--- config.mk ---
export PLATFORM = sky130hd
export DESIGN_NAME = cbs_top
export DESIGN_NICKNAME = d
export VERILOG_FILES = /design/src/cbs_pkg.sv /design/src/cbs_sync2.sv /design/src/cbs_edge_latch.sv /design/src/cbs_top.sv
export SDC_FILE = /design/constraint.sdc
export NUM_CORES = 1
export LEC_CHECK = 0
export BUFFER_PORTS_ARGS = -buffer_cell sky130_fd_sc_hd__buf_2
export CELL_PAD_IN_SITES_DETAIL_PLACEMENT = 0
export CELL_PAD_IN_SITES_GLOBAL_PLACEMENT = 1
export CORE_UTILIZATION = 42
export DETAILED_ROUTE_END_ITERATION = 10
export GPL_ROUTABILITY_DRIVEN = 0
export PLACE_DENSITY_LB_ADDON = 0.1
export SYNTH_ARGS = -nofsm -noshare
export SYNTH_HDL_FRONTEND = slang
export SYNTH_SLANG_ARGS = --single-unit
--- constraint.sdc ---
create_clock -name i_sys_clk -period 2.55 [get_ports i_sys_clk]
set_clock_uncertainty 0.05 [all_clocks]
set_input_delay 0.3825 -clock i_sys_clk [delete_from_list [all_inputs] [get_ports i_sys_clk]]
set_output_delay 0.3825 -clock i_sys_clk [all_outputs]
set_load 0.005 [all_outputs]
--- src/cbs_pkg.sv ---
// Constants shared by the second comparator control and sync block.
package cbs_pkg;

  // ==========================================================
  // Register byte offsets on the Avalon-MM slave.
  localparam int ADDR_W = 5;
  localparam logic [4:0] ADR_CTRL = 5'h00;
  localparam logic [4:0] ADR_SHARED = 5'h04;
  localparam logic [4:0] ADR_PORT = 5'h08;
  localparam logic [4:0] ADR_ANSEL = 5'h0C;
  localparam logic [4:0] ADR_ISTAT = 5'h10;
  localparam logic [4:0] ADR_IMASK = 5'h14;

  // ==========================================================
  // Field positions of the comparator_two_control register.
  localparam int CT_EN = 7;
  localparam int CT_RES = 6;
  localparam int CT_OE = 5;
  localparam int CT_POL = 4;
  localparam int CT_REF = 2;
  localparam int CT_CH_HI = 1;
  localparam int CT_CH_LO = 0;
  localparam logic [7:0] CT_WMASK = 8'hB7;
  localparam logic [7:0] CT_RST = 8'h00;

  // ==========================================================
  // Field positions of the comparator_shared_control register.
  localparam int SH_MIR_A = 7;
  localparam int SH_MIR_B = 6;
  localparam int SH_RSEL_A = 5;
  localparam int SH_RSEL_B = 4;
  localparam int SH_GSS = 1;
  localparam int SH_SYNC = 0;
  localparam logic [7:0] SH_WMASK = 8'h33;
  localparam logic [7:0] SH_RST = 8'h02;

  // ==========================================================
  // Port, interrupt and synchroniser constants.
  localparam int PORT_W = 8;
  localparam logic [7:0] ANSEL_RST = 8'hFF;
  localparam int IRQ_W = 2;
  localparam int IRQ_MISMATCH = 0;
  localparam int IRQ_GATE_END = 1;
  localparam logic [1:0] IRQ_RST = 2'h0;
  localparam int SYNC_STAGES = 2;
  localparam int SYNC_W = 13;

  // ==========================================================
  // Bus handshake state.
  typedef enum logic [0:0] {
    BUS_IDLE = 1'b0,
    BUS_ACK = 1'b1
  } cbs_bus_type;

endpackage

--- src/cbs_sync2.sv ---
// Two-stage synchroniser for a bundle of asynchronous inputs.
`timescale 1ns/1ps
module cbs_sync2
  import cbs_pkg::*;
#(
  parameter int WIDTH = SYNC_W
) (
  input wire logic i_sys_clk,
  input wire logic i_rstn,
  input wire logic i_clk_en,
  input wire logic [WIDTH-1:0] i_async,
  output logic [WIDTH-1:0] o_sync
);

  logic [WIDTH-1:0] meta_ff;
  logic [WIDTH-1:0] sync_ff;
  logic [WIDTH-1:0] nxt_meta_ff;
  logic [WIDTH-1:0] nxt_sync_ff;

  // ==========================================================
  // The first stage is read by the second stage only.
  always_comb begin
    nxt_meta_ff = meta_ff;
    nxt_sync_ff = sync_ff;
    if (i_clk_en) begin
      nxt_meta_ff = i_async;
      nxt_sync_ff = meta_ff;
    end
  end

  always_ff @(posedge i_sys_clk or negedge i_rstn) begin
    if (!i_rstn) begin
      meta_ff <= '0;
      sync_ff <= '0;
    end else begin
      meta_ff <= nxt_meta_ff;
      sync_ff <= nxt_sync_ff;
    end
  end

  assign o_sync = sync_ff;

endmodule

--- src/cbs_edge_latch.sv ---
// Falling-edge capture of a level against a sampled timer clock.
`timescale 1ns/1ps
module cbs_edge_latch (
  input wire logic i_sys_clk,
  input wire logic i_rstn,
  input wire logic i_clk_en,
  input wire logic i_tclk,
  input wire logic i_d,
  output logic o_q,
  output logic o_rise
);

  logic prev_ff;
  logic q_ff;
  logic rise_ff;
  logic nxt_prev_ff;
  logic nxt_q_ff;
  logic nxt_rise_ff;

  // ==========================================================
  // Capture on the falling edge; report the rising edge.
  always_comb begin
    nxt_prev_ff = prev_ff;
    nxt_q_ff = q_ff;
    nxt_rise_ff = 1'b0;
    if (i_clk_en) begin
      nxt_prev_ff = i_tclk;
      if (prev_ff && !i_tclk) begin
        nxt_q_ff = i_d;
      end
      nxt_rise_ff = !prev_ff && i_tclk;
    end else begin
      nxt_rise_ff = rise_ff;
    end
  end

  always_ff @(posedge i_sys_clk or negedge i_rstn) begin
    if (!i_rstn) begin
      prev_ff <= 1'b0;
      q_ff <= 1'b0;
      rise_ff <= 1'b0;
    end else begin
      prev_ff <= nxt_prev_ff;
      q_ff <= nxt_q_ff;
      rise_ff <= nxt_rise_ff;
    end
  end

  assign o_q = q_ff;
  assign o_rise = rise_ff;

endmodule

--- src/cbs_top.sv ---
// Control, output and Timer1 sync logic of the second comparator.
//
// Contract
// - Result is input comparison, inverted when invert bit set.
// - Pin drive bit 1 shows result on pin; 0 keeps it internal.
// - Pin driven only when drive, enable set and direction bit clear.
// - Two-bit channel code picks one of four shared inverting pins.
// - Port reads return 0 for every pin configured analog.
// - Gate select clear lets comparator gate a running, gate-enabled timer.
// - With sync on, result latched on each timer clock falling edge.
// - With prescaler in use, latch uses the prescaled timer clock.
// - Timer increments on rising edge, latch updates on falling edge.
// - Shared register mirrors both results for a skew-free read.
// - Mirror reads leave mismatch latches; control reads update them.
// - Sync control is bit 0 of shared register.
// - Gate select set picks external gate, clear picks synced result.
// - Mirror bits 7 and 6 are read-only and reset to 0.
//
// Implementation choices: the register addresses and register access over Avalon-MM.
`timescale 1ns/1ps
module cbs_top
  import cbs_pkg::*;
(
  input wire logic i_sys_clk,
  input wire logic i_rstn,
  input wire logic i_clk_en,
  input wire logic [ADDR_W-1:0] i_avs_address,
  input wire logic i_avs_read,
  input wire logic i_avs_write,
  input wire logic [31:0] i_avs_writedata,
  input wire logic [3:0] i_avs_byteenable,
  output logic [31:0] o_avs_readdata,
  output logic o_avs_waitrequest,
  input wire logic i_cmp_b_raw,
  input wire logic i_cmp_a_result,
  input wire logic [PORT_W-1:0] i_port_pins,
  input wire logic i_port_direction_bit,
  input wire logic i_tmr_clk_src,
  input wire logic i_tmr_clk_prescaled,
  input wire logic i_tmr_prescale_use,
  input wire logic i_tmr_on,
  input wire logic i_tmr_gate_enable,
  input wire logic i_ext_gate_pin,
  output logic o_cmp_b_enable,
  output logic o_cmp_b_ref_select,
  output logic [1:0] o_cmp_b_channel,
  output logic o_cmp_b_pin_out,
  output logic o_cmp_b_pin_oe,
  output logic o_synced_cmp_b_result,
  output logic o_tmr_count_enable,
  output logic o_tmr_tick,
  output logic o_irq
);

  // ==========================================================
  // Declarations.
  cbs_bus_type bus_ff;
  cbs_bus_type nxt_bus_ff;
  logic wait_ff;
  logic nxt_wait_ff;
  logic [31:0] rdata_ff;
  logic [31:0] nxt_rdata_ff;
  logic [7:0] ctrl_ff;
  logic [7:0] nxt_ctrl_ff;
  logic [7:0] shared_ff;
  logic [7:0] nxt_shared_ff;
  logic [PORT_W-1:0] ansel_ff;
  logic [PORT_W-1:0] nxt_ansel_ff;
  logic [IRQ_W-1:0] istat_ff;
  logic [IRQ_W-1:0] nxt_istat_ff;
  logic [IRQ_W-1:0] imask_ff;
  logic [IRQ_W-1:0] nxt_imask_ff;
  logic irq_ff;
  logic nxt_irq_ff;
  logic res_ff;
  logic nxt_res_ff;
  logic seen_ff;
  logic nxt_seen_ff;
  logic pin_out_ff;
  logic nxt_pin_out_ff;
  logic pin_oe_ff;
  logic nxt_pin_oe_ff;
  logic synced_ff;
  logic nxt_synced_ff;
  logic cnt_en_ff;
  logic nxt_cnt_en_ff;
  logic tick_ff;
  logic nxt_tick_ff;
  logic gate_prev_ff;
  logic nxt_gate_prev_ff;

  logic [SYNC_W-1:0] async_in;
  logic [SYNC_W-1:0] sync_in;
  logic raw_s;
  logic cmp_a_s;
  logic ext_gate_s;
  logic clk_src_s;
  logic clk_pre_s;
  logic [PORT_W-1:0] pins_s;
  logic tclk_sel;
  logic latch_q;
  logic tclk_rise;
  logic req;
  logic commit;
  logic wr_ok;
  logic gate_level;
  logic [IRQ_W-1:0] events;
  logic [IRQ_W-1:0] clr;
  logic [7:0] ctrl_view;
  logic [7:0] shared_view;

  // ==========================================================
  // Pin and cross-domain inputs pass two flip-flops.
  assign async_in = {i_cmp_b_raw, i_cmp_a_result, i_ext_gate_pin,
                     i_tmr_clk_src, i_tmr_clk_prescaled, i_port_pins};

  cbs_sync2 #(
    .WIDTH(SYNC_W)
  ) u_sync (
    .i_sys_clk(i_sys_clk),
    .i_rstn(i_rstn),
    .i_clk_en(i_clk_en),
    .i_async(async_in),
    .o_sync(sync_in)
  );

  assign raw_s = sync_in[12];
  assign cmp_a_s = sync_in[11];
  assign ext_gate_s = sync_in[10];
  assign clk_src_s = sync_in[9];
  assign clk_pre_s = sync_in[8];
  assign pins_s = sync_in[PORT_W-1:0];

  // ==========================================================
  // Timer clock selection and falling-edge latch.
  // Sampling the timer clock at the system rate limits it to
  // well under half the system clock frequency.
  assign tclk_sel = i_tmr_prescale_use ? clk_pre_s : clk_src_s;

  cbs_edge_latch u_latch (
    .i_sys_clk(i_sys_clk),
    .i_rstn(i_rstn),
    .i_clk_en(i_clk_en),
    .i_tclk(tclk_sel),
    .i_d(res_ff),
    .o_q(latch_q),
    .o_rise(tclk_rise)
  );

  // ==========================================================
  // Bus decode helpers.
  assign req = i_avs_read || i_avs_write;
  assign commit = req && (bus_ff == BUS_ACK);
  assign wr_ok = commit && i_avs_write && i_avs_byteenable[0];

  always_comb begin
    ctrl_view = ctrl_ff & CT_WMASK;
    ctrl_view[CT_RES] = res_ff;
    shared_view = shared_ff & SH_WMASK;
    shared_view[SH_MIR_A] = cmp_a_s;
    shared_view[SH_MIR_B] = res_ff;
  end

  // ==========================================================
  // Comparator result, pin drive and Timer1 gate.
  assign gate_level = shared_ff[SH_GSS] ? ext_gate_s : synced_ff;

  always_comb begin
    nxt_res_ff = res_ff;
    nxt_pin_out_ff = pin_out_ff;
    nxt_pin_oe_ff = pin_oe_ff;
    nxt_synced_ff = synced_ff;
    nxt_cnt_en_ff = cnt_en_ff;
    nxt_tick_ff = tick_ff;
    nxt_gate_prev_ff = gate_prev_ff;
    if (i_clk_en) begin
      if (ctrl_ff[CT_EN]) begin
        nxt_res_ff = raw_s ^ ctrl_ff[CT_POL];
      end else begin
        nxt_res_ff = 1'b0;
      end
      nxt_pin_out_ff = res_ff;
      nxt_pin_oe_ff = ctrl_ff[CT_OE] && ctrl_ff[CT_EN] &&
                      !i_port_direction_bit;
      if (shared_ff[SH_SYNC]) begin
        nxt_synced_ff = latch_q;
      end else begin
        nxt_synced_ff = res_ff;
      end
      nxt_cnt_en_ff = i_tmr_on && (!i_tmr_gate_enable || gate_level);
      nxt_tick_ff = tclk_rise && cnt_en_ff;
      nxt_gate_prev_ff = gate_level;
    end
  end

  always_ff @(posedge i_sys_clk or negedge i_rstn) begin
    if (!i_rstn) begin
      res_ff <= 1'b0;
      pin_out_ff <= 1'b0;
      pin_oe_ff <= 1'b0;
      synced_ff <= 1'b0;
      cnt_en_ff <= 1'b0;
      tick_ff <= 1'b0;
      gate_prev_ff <= 1'b0;
    end else begin
      res_ff <= nxt_res_ff;
      pin_out_ff <= nxt_pin_out_ff;
      pin_oe_ff <= nxt_pin_oe_ff;
      synced_ff <= nxt_synced_ff;
      cnt_en_ff <= nxt_cnt_en_ff;
      tick_ff <= nxt_tick_ff;
      gate_prev_ff <= nxt_gate_prev_ff;
    end
  end

  // ==========================================================
  // Interrupt sources.
  // A result that differs from the value last read through the
  // control register keeps setting the mismatch bit, so software
  // must read the control register before clearing it.
  always_comb begin
    events = '0;
    events[IRQ_MISMATCH] = res_ff ^ seen_ff;
    events[IRQ_GATE_END] = gate_prev_ff && !gate_level &&
                           i_tmr_gate_enable && i_tmr_on;
    clr = '0;
    if (wr_ok && (i_avs_address == ADR_ISTAT)) begin
      clr = i_avs_writedata[IRQ_W-1:0];
    end
  end

  // ==========================================================
  // Avalon-MM slave and register file.
  always_comb begin
    nxt_bus_ff = bus_ff;
    nxt_wait_ff = wait_ff;
    nxt_rdata_ff = rdata_ff;
    nxt_ctrl_ff = ctrl_ff;
    nxt_shared_ff = shared_ff;
    nxt_ansel_ff = ansel_ff;
    nxt_istat_ff = istat_ff;
    nxt_imask_ff = imask_ff;
    nxt_irq_ff = irq_ff;
    nxt_seen_ff = seen_ff;
    if (i_clk_en) begin
      case (bus_ff)
        BUS_IDLE: begin
          if (req) begin
            nxt_bus_ff = BUS_ACK;
            nxt_wait_ff = 1'b0;
            nxt_rdata_ff = 32'h0000_0000;
            if (i_avs_read) begin
              if (i_avs_address == ADR_CTRL) begin
                nxt_rdata_ff[7:0] = ctrl_view;
              end else if (i_avs_address == ADR_SHARED) begin
                nxt_rdata_ff[7:0] = shared_view;
              end else if (i_avs_address == ADR_PORT) begin
                nxt_rdata_ff[PORT_W-1:0] = pins_s & ~ansel_ff;
              end else if (i_avs_address == ADR_ANSEL) begin
                nxt_rdata_ff[PORT_W-1:0] = ansel_ff;
              end else if (i_avs_address == ADR_ISTAT) begin
                nxt_rdata_ff[IRQ_W-1:0] = istat_ff;
              end else if (i_avs_address == ADR_IMASK) begin
                nxt_rdata_ff[IRQ_W-1:0] = imask_ff;
              end
            end
          end else begin
            nxt_wait_ff = 1'b1;
          end
        end
        BUS_ACK: begin
          nxt_bus_ff = BUS_IDLE;
          nxt_wait_ff = 1'b1;
          if (commit && i_avs_read && (i_avs_address == ADR_CTRL)) begin
            nxt_seen_ff = res_ff;
          end
          if (wr_ok) begin
            if (i_avs_address == ADR_CTRL) begin
              nxt_ctrl_ff = i_avs_writedata[7:0] & CT_WMASK;
            end else if (i_avs_address == ADR_SHARED) begin
              nxt_shared_ff = i_avs_writedata[7:0] & SH_WMASK;
            end else if (i_avs_address == ADR_ANSEL) begin
              nxt_ansel_ff = i_avs_writedata[PORT_W-1:0];
            end else if (i_avs_address == ADR_IMASK) begin
              nxt_imask_ff = i_avs_writedata[IRQ_W-1:0];
            end
          end
        end
        default: begin
          nxt_bus_ff = BUS_IDLE;
          nxt_wait_ff = 1'b1;
        end
      endcase
      // A new event wins over a clear written in the same cycle.
      nxt_istat_ff = (istat_ff & ~clr) | events;
      nxt_irq_ff = |(nxt_istat_ff & nxt_imask_ff);
    end
  end

  always_ff @(posedge i_sys_clk or negedge i_rstn) begin
    if (!i_rstn) begin
      bus_ff <= BUS_IDLE;
      wait_ff <= 1'b1;
      rdata_ff <= 32'h0000_0000;
      ctrl_ff <= CT_RST;
      shared_ff <= SH_RST;
      ansel_ff <= ANSEL_RST;
      istat_ff <= IRQ_RST;
      imask_ff <= IRQ_RST;
      irq_ff <= 1'b0;
      seen_ff <= 1'b0;
    end else begin
      bus_ff <= nxt_bus_ff;
      wait_ff <= nxt_wait_ff;
      rdata_ff <= nxt_rdata_ff;
      ctrl_ff <= nxt_ctrl_ff;
      shared_ff <= nxt_shared_ff;
      ansel_ff <= nxt_ansel_ff;
      istat_ff <= nxt_istat_ff;
      imask_ff <= nxt_imask_ff;
      irq_ff <= nxt_irq_ff;
      seen_ff <= nxt_seen_ff;
    end
  end

  // ==========================================================
  // Outputs, each taken from a flip-flop.
  assign o_avs_readdata = rdata_ff;
  assign o_avs_waitrequest = wait_ff;
  assign o_cmp_b_enable = ctrl_ff[CT_EN];
  assign o_cmp_b_ref_select = ctrl_ff[CT_REF];
  assign o_cmp_b_channel = ctrl_ff[CT_CH_HI:CT_CH_LO];
  assign o_cmp_b_pin_out = pin_out_ff;
  assign o_cmp_b_pin_oe = pin_oe_ff;
  assign o_synced_cmp_b_result = synced_ff;
  assign o_tmr_count_enable = cnt_en_ff;
  assign o_tmr_tick = tick_ff;
  assign o_irq = irq_ff;

endmodule

-- Word-level counts from Yosys, hierarchy flattened
Cells that the tools add are included.
- eq/ne operators: 5
- mux-type cells: 24
- bitwise logic cells: 11
- reductions and logical operators: 30
- operators by type and width (kind ; count):
    8-bit 2-to-1 mux ; 4
    2-bit 2-to-1 mux ; 11
    1-bit logical AND ; 15
    5-bit by 4-bit == test with 1-bit output (second input constant) ; 2
    5-bit == test (second input constant) ; 2
    8-bit bitwise AND ; 1
    8-bit NOT ; 1
    1-bit 2-to-1 mux ; 6
    6-bit 2-to-1 mux ; 1
    3-bit AND reduction ; 2
    6-bit AND reduction ; 1
    5-bit by 3-bit == test with 1-bit output (second input constant) ; 1
    1-bit zero test ; 5
    5-bit zero test ; 1
    5-bit AND reduction ; 1
    2-bit bitwise AND ; 2
    1-bit case mux with 2 select lines ; 2
    4-bit AND reduction ; 1
    1-bit NOT ; 3
    1-bit logical OR ; 2
    2-bit NOT ; 1
    2-bit OR ; 1
    2-bit AND reduction ; 1
    2-bit OR reduction ; 1
    1-bit XOR ; 2
- register bits: 70
- input bits: 63

-- Depth between registers and ports, before layout
Gate-level depths: netlist of the first run.
- word-level depth: 11
- depth in mapped cells: 5

-- Modules after synthesis
From an unflattened synthesis of the first run, not the netlist that was laid out.
- cells, all modules: 280
- area total of the unflattened synthesis: 3443.3 µm²
- by module, submodules not included (module ; instances ; cells an instance ; area an instance (µm²) ; sequential area each (µm²)):
    cbs_top ; 1 ; 216 ; 2248.4 ; 1038.5
    cbs_sync2 ; 1 ; 55 ; 1069.8 ; 650.6
    cbs_edge_latch ; 1 ; 9 ; 125.1 ; 75.1

-- Least setup slack after synthesis of the first run
No wires, ideal clock.
- path kind: input to register
- start: in i_avs_address[4]
- end: reg shared_ff[0]
- data arrival time: 1512 ps
- data required time: 2375 ps
- slack: 864 ps
- stages on the path: 4
- path buffers: 1
- cell sequence: buf_6 or3_4 nor4_4 mux2_2
- longest elaborated chain between the ends: 3
- elaborated cells on any way between the ends: 4
- those cells by class: eq/ne (1); bitwise (1); reduce/logical (2)
- RTL lines (what ; line ; text):
    start, declared ; cbs_top.sv:27 ; input wire logic [ADDR_W-1:0] i_avs_address,
    5-bit zero test ; cbs_top.sv:278 ; if (i_avs_address == ADR_CTRL) begin
    1-bit NOT (no source line) ; - ;
    5-bit AND reduction (no source line) (*) ; - ;
    end signal, assigned ; cbs_top.sv:317 ; shared_ff <= nxt_shared_ff;
    end, declared ; cbs_top.sv:65 ; logic [7:0] shared_ff;
Every way passes the cells marked *; elsewhere a longest branch is shown, timed or not.
A chain may end at the register's enable or synchronous reset.

-- Final worst setup path of the first run
- start: in i_avs_address[2]
- end: reg shared_ff[4]
The elaborated chain is that of the path after synthesis.

==> impl_metrics.json, run 1 <==
{
  "final_util": 0.492,
  "crit_arrival_ps": 1840,
  "yosysSeqAreaShare": 0.531,
  "cts_made_buffers": 9,
  "drt-vias-per-instance": 5.01,
  "ys_warn_count": 0,
  "final_layout_size_suffix_gt1_frac": 0.398,
  "cts_sinks": 70,
  "synth.distinct_cells": 49,
  "io_pins": 106,
  "grt_pass1_vias": 2215,
  "post_drt_wl_per_cell_microns": 15.2,
  "diodes": 0,
  "end_kind": "flop",
  "post_cts_buffers": 0,
  "initial_utilization": 0.432,
  "cts_resized": 0,
  "final-setup-viol-count": 0,
  "worstMarginPinSlew_ps": 742,
  "ys_ff_latch": 70,
  "syn_area_sq_mm": 0.00332,
  "io_buffer_count": 54,
  "critPathRequiredTime_ps": 2720,
  "synth_top_cell_by_area": "dfrtp_1",
  "cts_tree": "yes",
  "ir_drop_mv": 0.418,
  "die_area_sq_mm": 0.00827,
  "async_reset_ff_frac": 1.00,
  "drv_slew": 0,
  "clk_latency_ps": 330,
  "status": "finished clean",
  "p_per_area_mw_per_mm2": 637,
  "grt_antenna_before_repair": 0,
  "route.detailed.drc": 0,
  "grt.total_usage": 0.178,
  "synth_edf_count": 0,
  "power_leakage_nw": 1.79,
  "fillers": 732,
  "grt_max_degree": 44,
  "period_minus_slack_ps": 1670,
  "worstSetupStartpointType": "input port",
  "maxCapViolCount": 0,
  "synthCells": 278,
  "rsz0062_at_grt": "false",
  "yosysTopAreaCellShare": 0.452,
  "drt_iter0_drc": 57,
  "overflow": 0,
  "die_w_microns": 91.0,
  "vias": 2211,
  "area_growth_syn_to_layout_pct": 13.8,
  "slew_headroom": 0.503,
  "routed_wl_microns": 6720,
  "fin_crit_sh": 0.655,
  "die_y_microns": 91.0,
  "tns_ps": 0,
  "cts_buffer_depth": 2,
  "dp.final_hpwl_microns": 4860,
  "core_area_sq_mm": 0.00769,
  "crit_fanout": 17,
  "drt_first_pass_iters": 4,
  "h-tree-depth": 3,
  "crit_type": "input port to flop",
  "synthFlopType": "dfrtp_1",
  "row_count": 32,
  "root_buffer": "clkbuf_8",
  "r2r_setup_slack_ps": 980,
  "hold_violations": 0,
  "nets": 397,
  "fmax_mhz": 599,
  "synth_area_leaders": "dfrtp_1 (45%), mux2_2 (16%), dfstp_2 (7.9%)",
  "clk_pin_slew_ps": 70,
  "ant_nets": 0,
  "postSynthAreaPerCell_sq_um": 12.0,
  "grt_pass1_wl_microns": 11300,
  "hp-class": "input port to flop"
}
-- timing repair --
item,4_1_cts,5_1_grt
setup endpoints to repair,0,0
hold buffers,1,0
endpoints found under the hold margin,12,0
-- layer usage --
layer	GRT usage	up-vias	share of wire
met1	0.251	1081	0.51
met4	0.0675	0	0.013
li1	-	1059	-
met2	0.270	65	0.44
met3	0.0369	6	0.039
met5	0	-	0
-- worst max-delay path: stages --
cell and delay [ps]:
buf_2 330, nand4b_1 320, nor4_4 420, mux2_2 380
-- registers in the layout, summed over array words and instances (netlist names) --
register,flops
u_sync.o_sync,13
u_latch.prev_ff,1
u_sync.meta_ff,13
istat_ff,2
o_irq,1
gate_prev_ff,1
shared_ff,4
res_ff,1
o_cmp_b_pin_out,1
bus_ff,1
o_tmr_count_enable,1
o_avs_waitrequest,1
o_tmr_tick,1
seen_ff,1
o_synced_cmp_b_result,1
o_avs_readdata,8
u_latch.o_q,1
u_latch.o_rise,1
imask_ff,2
o_cmp_b_pin_oe,1
ansel_ff,8
ctrl_ff,6
-- final cells by class --
| type | instances | area [sq um] | area share |
|---|---|---|---|
| Sequential cell | 70 | 1760 | 0.466 |
| Tap cell | 102 | 128 | 0.0337 |
| Clock buffer | 11 | 151 | 0.0400 |
| Timing Repair Buffer | 59 | 310 | 0.0820 |
| Clock inverter | 5 | 32.5 | 0.00860 |
| Multi-Input combinational cell | 188 | 1370 | 0.363 |
| Inverter | 6 | 22.5 | 0.00595 |
-- logic make-up (layout without fill, tap and decap cells) --
family | count (synthesis) | count (layout) | synth area share
simple gates | 59 | 59 | 0.103
flops | 70 | 70 | 0.531
other cells | 1 | 24 | 0.00113
buf+inv | 43 | 81 | 0.0817
xor+xnor | 2 | 2 | 0.00527
mux | 54 | 54 | 0.180
compound gates | 49 | 49 | 0.0975
-- Yosys cell counts (5+ instances only) --
master / n
dfrtp_1: 60
mux2_2: 46
buf_4: 26
nand2_1: 19
a21oi_1: 12
o21ai_0: 12
dfstp_2: 10
nor2_1: 9
mux2i_1: 7
and3_1: 5
inv_1: 5
nand2b_1: 5
-- placed cells by master, fill, tap and decap left out, drive strengths merged, types with 2 or more instances in the layout --
cell type   n
mux2i       7
nand2b      5
inv         6
o211ai      2
a32oi       2
buf        58
conb       24
nor3b       3
and2        2
clkbuf     11
nand3b      2
o31ai       2
dfrtp      60
o21ai      12
a2bb2oi     2
clkinv      5
nand4       2
a21oi      12
mux2       47
nor2        9
nand2      20
nor3        3
dfstp      10
and3        5
nand3       3
o22ai       4
a22o        4
-- per-stage QoR --
stage	setup WS, ps	total power [mW]	cells	area, sq um	hold slack [ps]
floorplan	864	1.51	301	3410	36.9
global placement	536	1.60	424	3590	262
detailed placement	525	1.61	424	3590	268
CTS	888	2.45	441	3780	212
global route	812	2.54	441	3780	211
finish	880	2.41	441	3780	226
-- worst paths after layout --
check	from	end	depth (start not counted)
worst max-delay path	i_avs_address[2]	shared_ff[4]	4
worst min-delay path	i_port_pins[5]	u_sync.meta_ff[5]	2
worst max register to register	bus_ff	shared_ff[4]	3
worst min register to register	o_avs_readdata[7]	o_avs_readdata[7]	2
max in group asynchronous	i_rstn	shared_ff[1]	3
min in group asynchronous	i_rstn	ctrl_ff[2]	2
-- power breakdown --
group / internal, mW / switching, mW
registers: 1.22 / 0.0667
logic: 0.148 / 0.154
clock network: 0.407 / 0.419
No activity file was read; power rests on OpenSTA's default activity.
==> inputs of run 2 (changes only) <==
- ABC_AREA: default -> 1
- CORE_UTILIZATION: 42 -> 37
- clock period: 2.55 -> 1.6 ns (I/O delays scaled with it)
==> run 2 against run 1 <==
  * Die area grew 15%
  * Count of clock-buffer cells in the layout grew 1
  * Largest cell class unchanged
  * Synthesized cell count is 48% higher
  * Sequential cell count stayed put
  * Critical path depth grew 3
  * Core utilization down 4.9 points
  * Power increased by 55%
  * Critical path type is now flop to flop
==> impl_metrics.json, run 2 <==
{
  "status": "finished clean",
  "grt.total_usage": 0.171,
  "final_util": 0.443,
  "initial_utilization": 0.386,
  "cts_sinks": 70,
  "synth_top_cell_by_area": "dfrtp_1",
  "intPower_mw": 2.70,
  "die_y_microns": 97.6,
  "die_w_microns": 97.6,
  "die_area_sq_mm": 0.00952,
  "ir_drop_mv": 0.368,
  "diodes": 0,
  "multi_input_area_sq_mm": 0.00133,
  "synthFlopType": "dfrtp_1",
  "core_area_sq_mm": 0.00876,
  "h-tree-depth": 3,
  "clk_pin_slew_ps": 80,
  "io_pins": 106,
  "synthTopCellsByCount": "nand2_1 (141), dfrtp_1 (60), inv_1 (28), nor2_1 (28), o21ai_0 (28)",
  "crit_type": "flop to flop",
  "root_buffer": "clkbuf_8",
  "area_growth_syn_to_layout_pct": 14.7,
  "overflow": 0,
  "synth_area_leaders": "dfrtp_1 (44%), nand2_1 (16%), dfstp_2 (7.8%)",
  "synthCells": 411,
  "drv_slew": 0,
  "crit_fanout": 3,
  "p_per_area_mw_per_mm2": 964,
  "grt_pass1_vias": 2547,
  "placed_cell_area_sq_mm": 0.00370,
  "p_switching_mw": 1.04,
  "seqPwrFrac": 0.539,
  "cts_made_buffers": 9,
  "yosysTopAreaCellShare": 0.444,
  "yosysSeqAreaShare": 0.522,
  "dp.final_hpwl_microns": 5280,
  "synth.distinct_cells": 30,
  "hp-class": "input port to flop",
  "postLayoutCellArea_sq_mm": 0.00388,
  "routed_wl_microns": 7610,
  "crit_arrival_ps": 1640,
  "io_buffer_count": 54,
  "synth_edf_count": 0,
  "post_drt_wl_per_cell_microns": 13.1,
  "drt_first_pass_iters": 4,
  "ys_ff_latch": 70,
  "cts_tree": "yes",
  "cts_buffer_depth": 2,
  "swShare": 0.279,
  "comb_power_share": 0.124,
  "vias": 2664,
  "drt-vias-per-instance": 4.58,
  "fin_crit_sh": 0.917,
  "row_count": 34,
  "period_minus_slack_ps": 1470,
  "clk_latency_ps": 340,
  "tns_ps": 0,
  "power_leakage_nw": 2.05,
  "drt_iter0_drc": 134,
  "nets": 532,
  "post_cts_buffers": 0,
  "ys_warn_count": 0,
  "power_frac_clock": 0.337,
  "grt_antenna_before_repair": 0,
  "grt_pass1_wl_microns": 12800,
  "syn_area_sq_mm": 0.00338,
  "async_reset_ff_frac": 1.00,
  "grt_max_degree": 71,
  "hold_violations": 0,
  "maxCapViolCount": 0,
  "postSynthAreaPerCell_sq_um": 8.23,
  "final_layout_size_suffix_gt1_frac": 0.217,
  "rsz0062_at_grt": "false",
  "final-setup-viol-count": 0,
  "route.detailed.drc": 0,
  "final_common_cell": "nand2_1",
  "fmax_mhz": 681,
  "worstSetupStartpointType": "flop",
  "final_cell_mix": "nand2_1 (140), dfrtp_1 (60), buf_2 (54)",
  "ant_nets": 0,
  "fillers": 950,
  "critPathRequiredTime_ps": 1780,
  "yosysMostFrequentCell": "nand2_1",
  "seq_area_sq_mm": 0.00176,
  "end_kind": "flop"
}
-- run 2: cell types whose count changed after synthesis, moves of 6 or more --
cell	change
mux2_2	-46
nand2_1	+122
nor2_1	+19
nand3_1	+16
clkbuf_1	+6
mux2i_1	-7
o21ai_1	+23
o21ai_0	+16
a21oi_1	-9
inv_1	+23
-- run 2: worst paths after layout --
kind                                     start                 to  slack [ps]  depth (start not counted)
setup / recovery                        bus_ff              o_irq         130                          7
hold / removal             i_tmr_clk_prescaled  u_sync.meta_ff[8]          40                          3
setup reg to reg                        bus_ff              o_irq         130                          7
hold reg to reg              u_sync.meta_ff[0]  u_sync.meta_ff[0]         420                          2
max in group asynchronous               i_rstn        ansel_ff[4]         750                          3
min in group asynchronous               i_rstn  o_avs_readdata[3]         390                          3
-- run 2: critical path: stages, from the launching register on --
cell     delay [ps]
dfrtp_1         420
inv_2            80
nor2_1          200
nand4_1         140
o21ai_0         260
nand2_1          80
nand2_1          60
nand3_1          60
-- run 2: area by class of cell --
cell class / count / share of cell area
Multi-Input combinational cell: 292 / 0.342
Tap cell: 108 / 0.0348
Timing Repair Buffer: 62 / 0.0923
Sequential cell: 70 / 0.455
Inverter: 34 / 0.0329
Clock inverter: 4 / 0.00581
Clock buffer: 12 / 0.0374
-- run 2: repair_timing --
| item | 4_1_cts | 5_1_grt |
|---|---|---|
| hold buffers | 1 | 0 |
| hold endpoints to repair | 60 | 0 |
| endpoints found under the setup margin | 0 | 5 |
| gates resized for setup | 0 | 1 |
-- run 2: metal layers --
layer	global-route usage	up-vias	wire length [microns]
met4	0.0690	0	130
met1	0.250	1207	3820
met3	0.0281	12	359
met5	0	-	0
met2	0.250	80	3300
li1	-	1365	-
-- run 2: power groups by stage --
stage	sequential (mW)	combinational (mW)	clock (mW)
floorplan	2.03	0.318	0
global placement	2.05	0.463	0
detailed placement	2.05	0.470	0
CTS	2.02	0.474	1.29
global route	2.04	0.543	1.37
finish	2.02	0.464	1.26
-- run 2: cells by family (layout without fill, tap and decap cells) --
logic type,Yosys count,after routing,share of synthesized area
and+or+nand+nor,204,204,0.262
buffers and inverters,72,112,0.112
DFF,70,70,0.522
AOI/OAI and AO/OA,62,62,0.0962
other,1,24,0.00111
xor gates and xnor gates,1,1,0.00259
muxes,1,1,0.00444
-- run 2: through the flow --
step	hold WS [ps]	instances	setup slack [ps]	power, mW
floorplan	-106	434	331	2.35
global placement	253	565	123	2.51
detailed placement	250	565	107	2.52
CTS	33.3	582	91.2	3.79
global route	45.8	582	48.7	3.95
finish	44.9	582	133	3.74
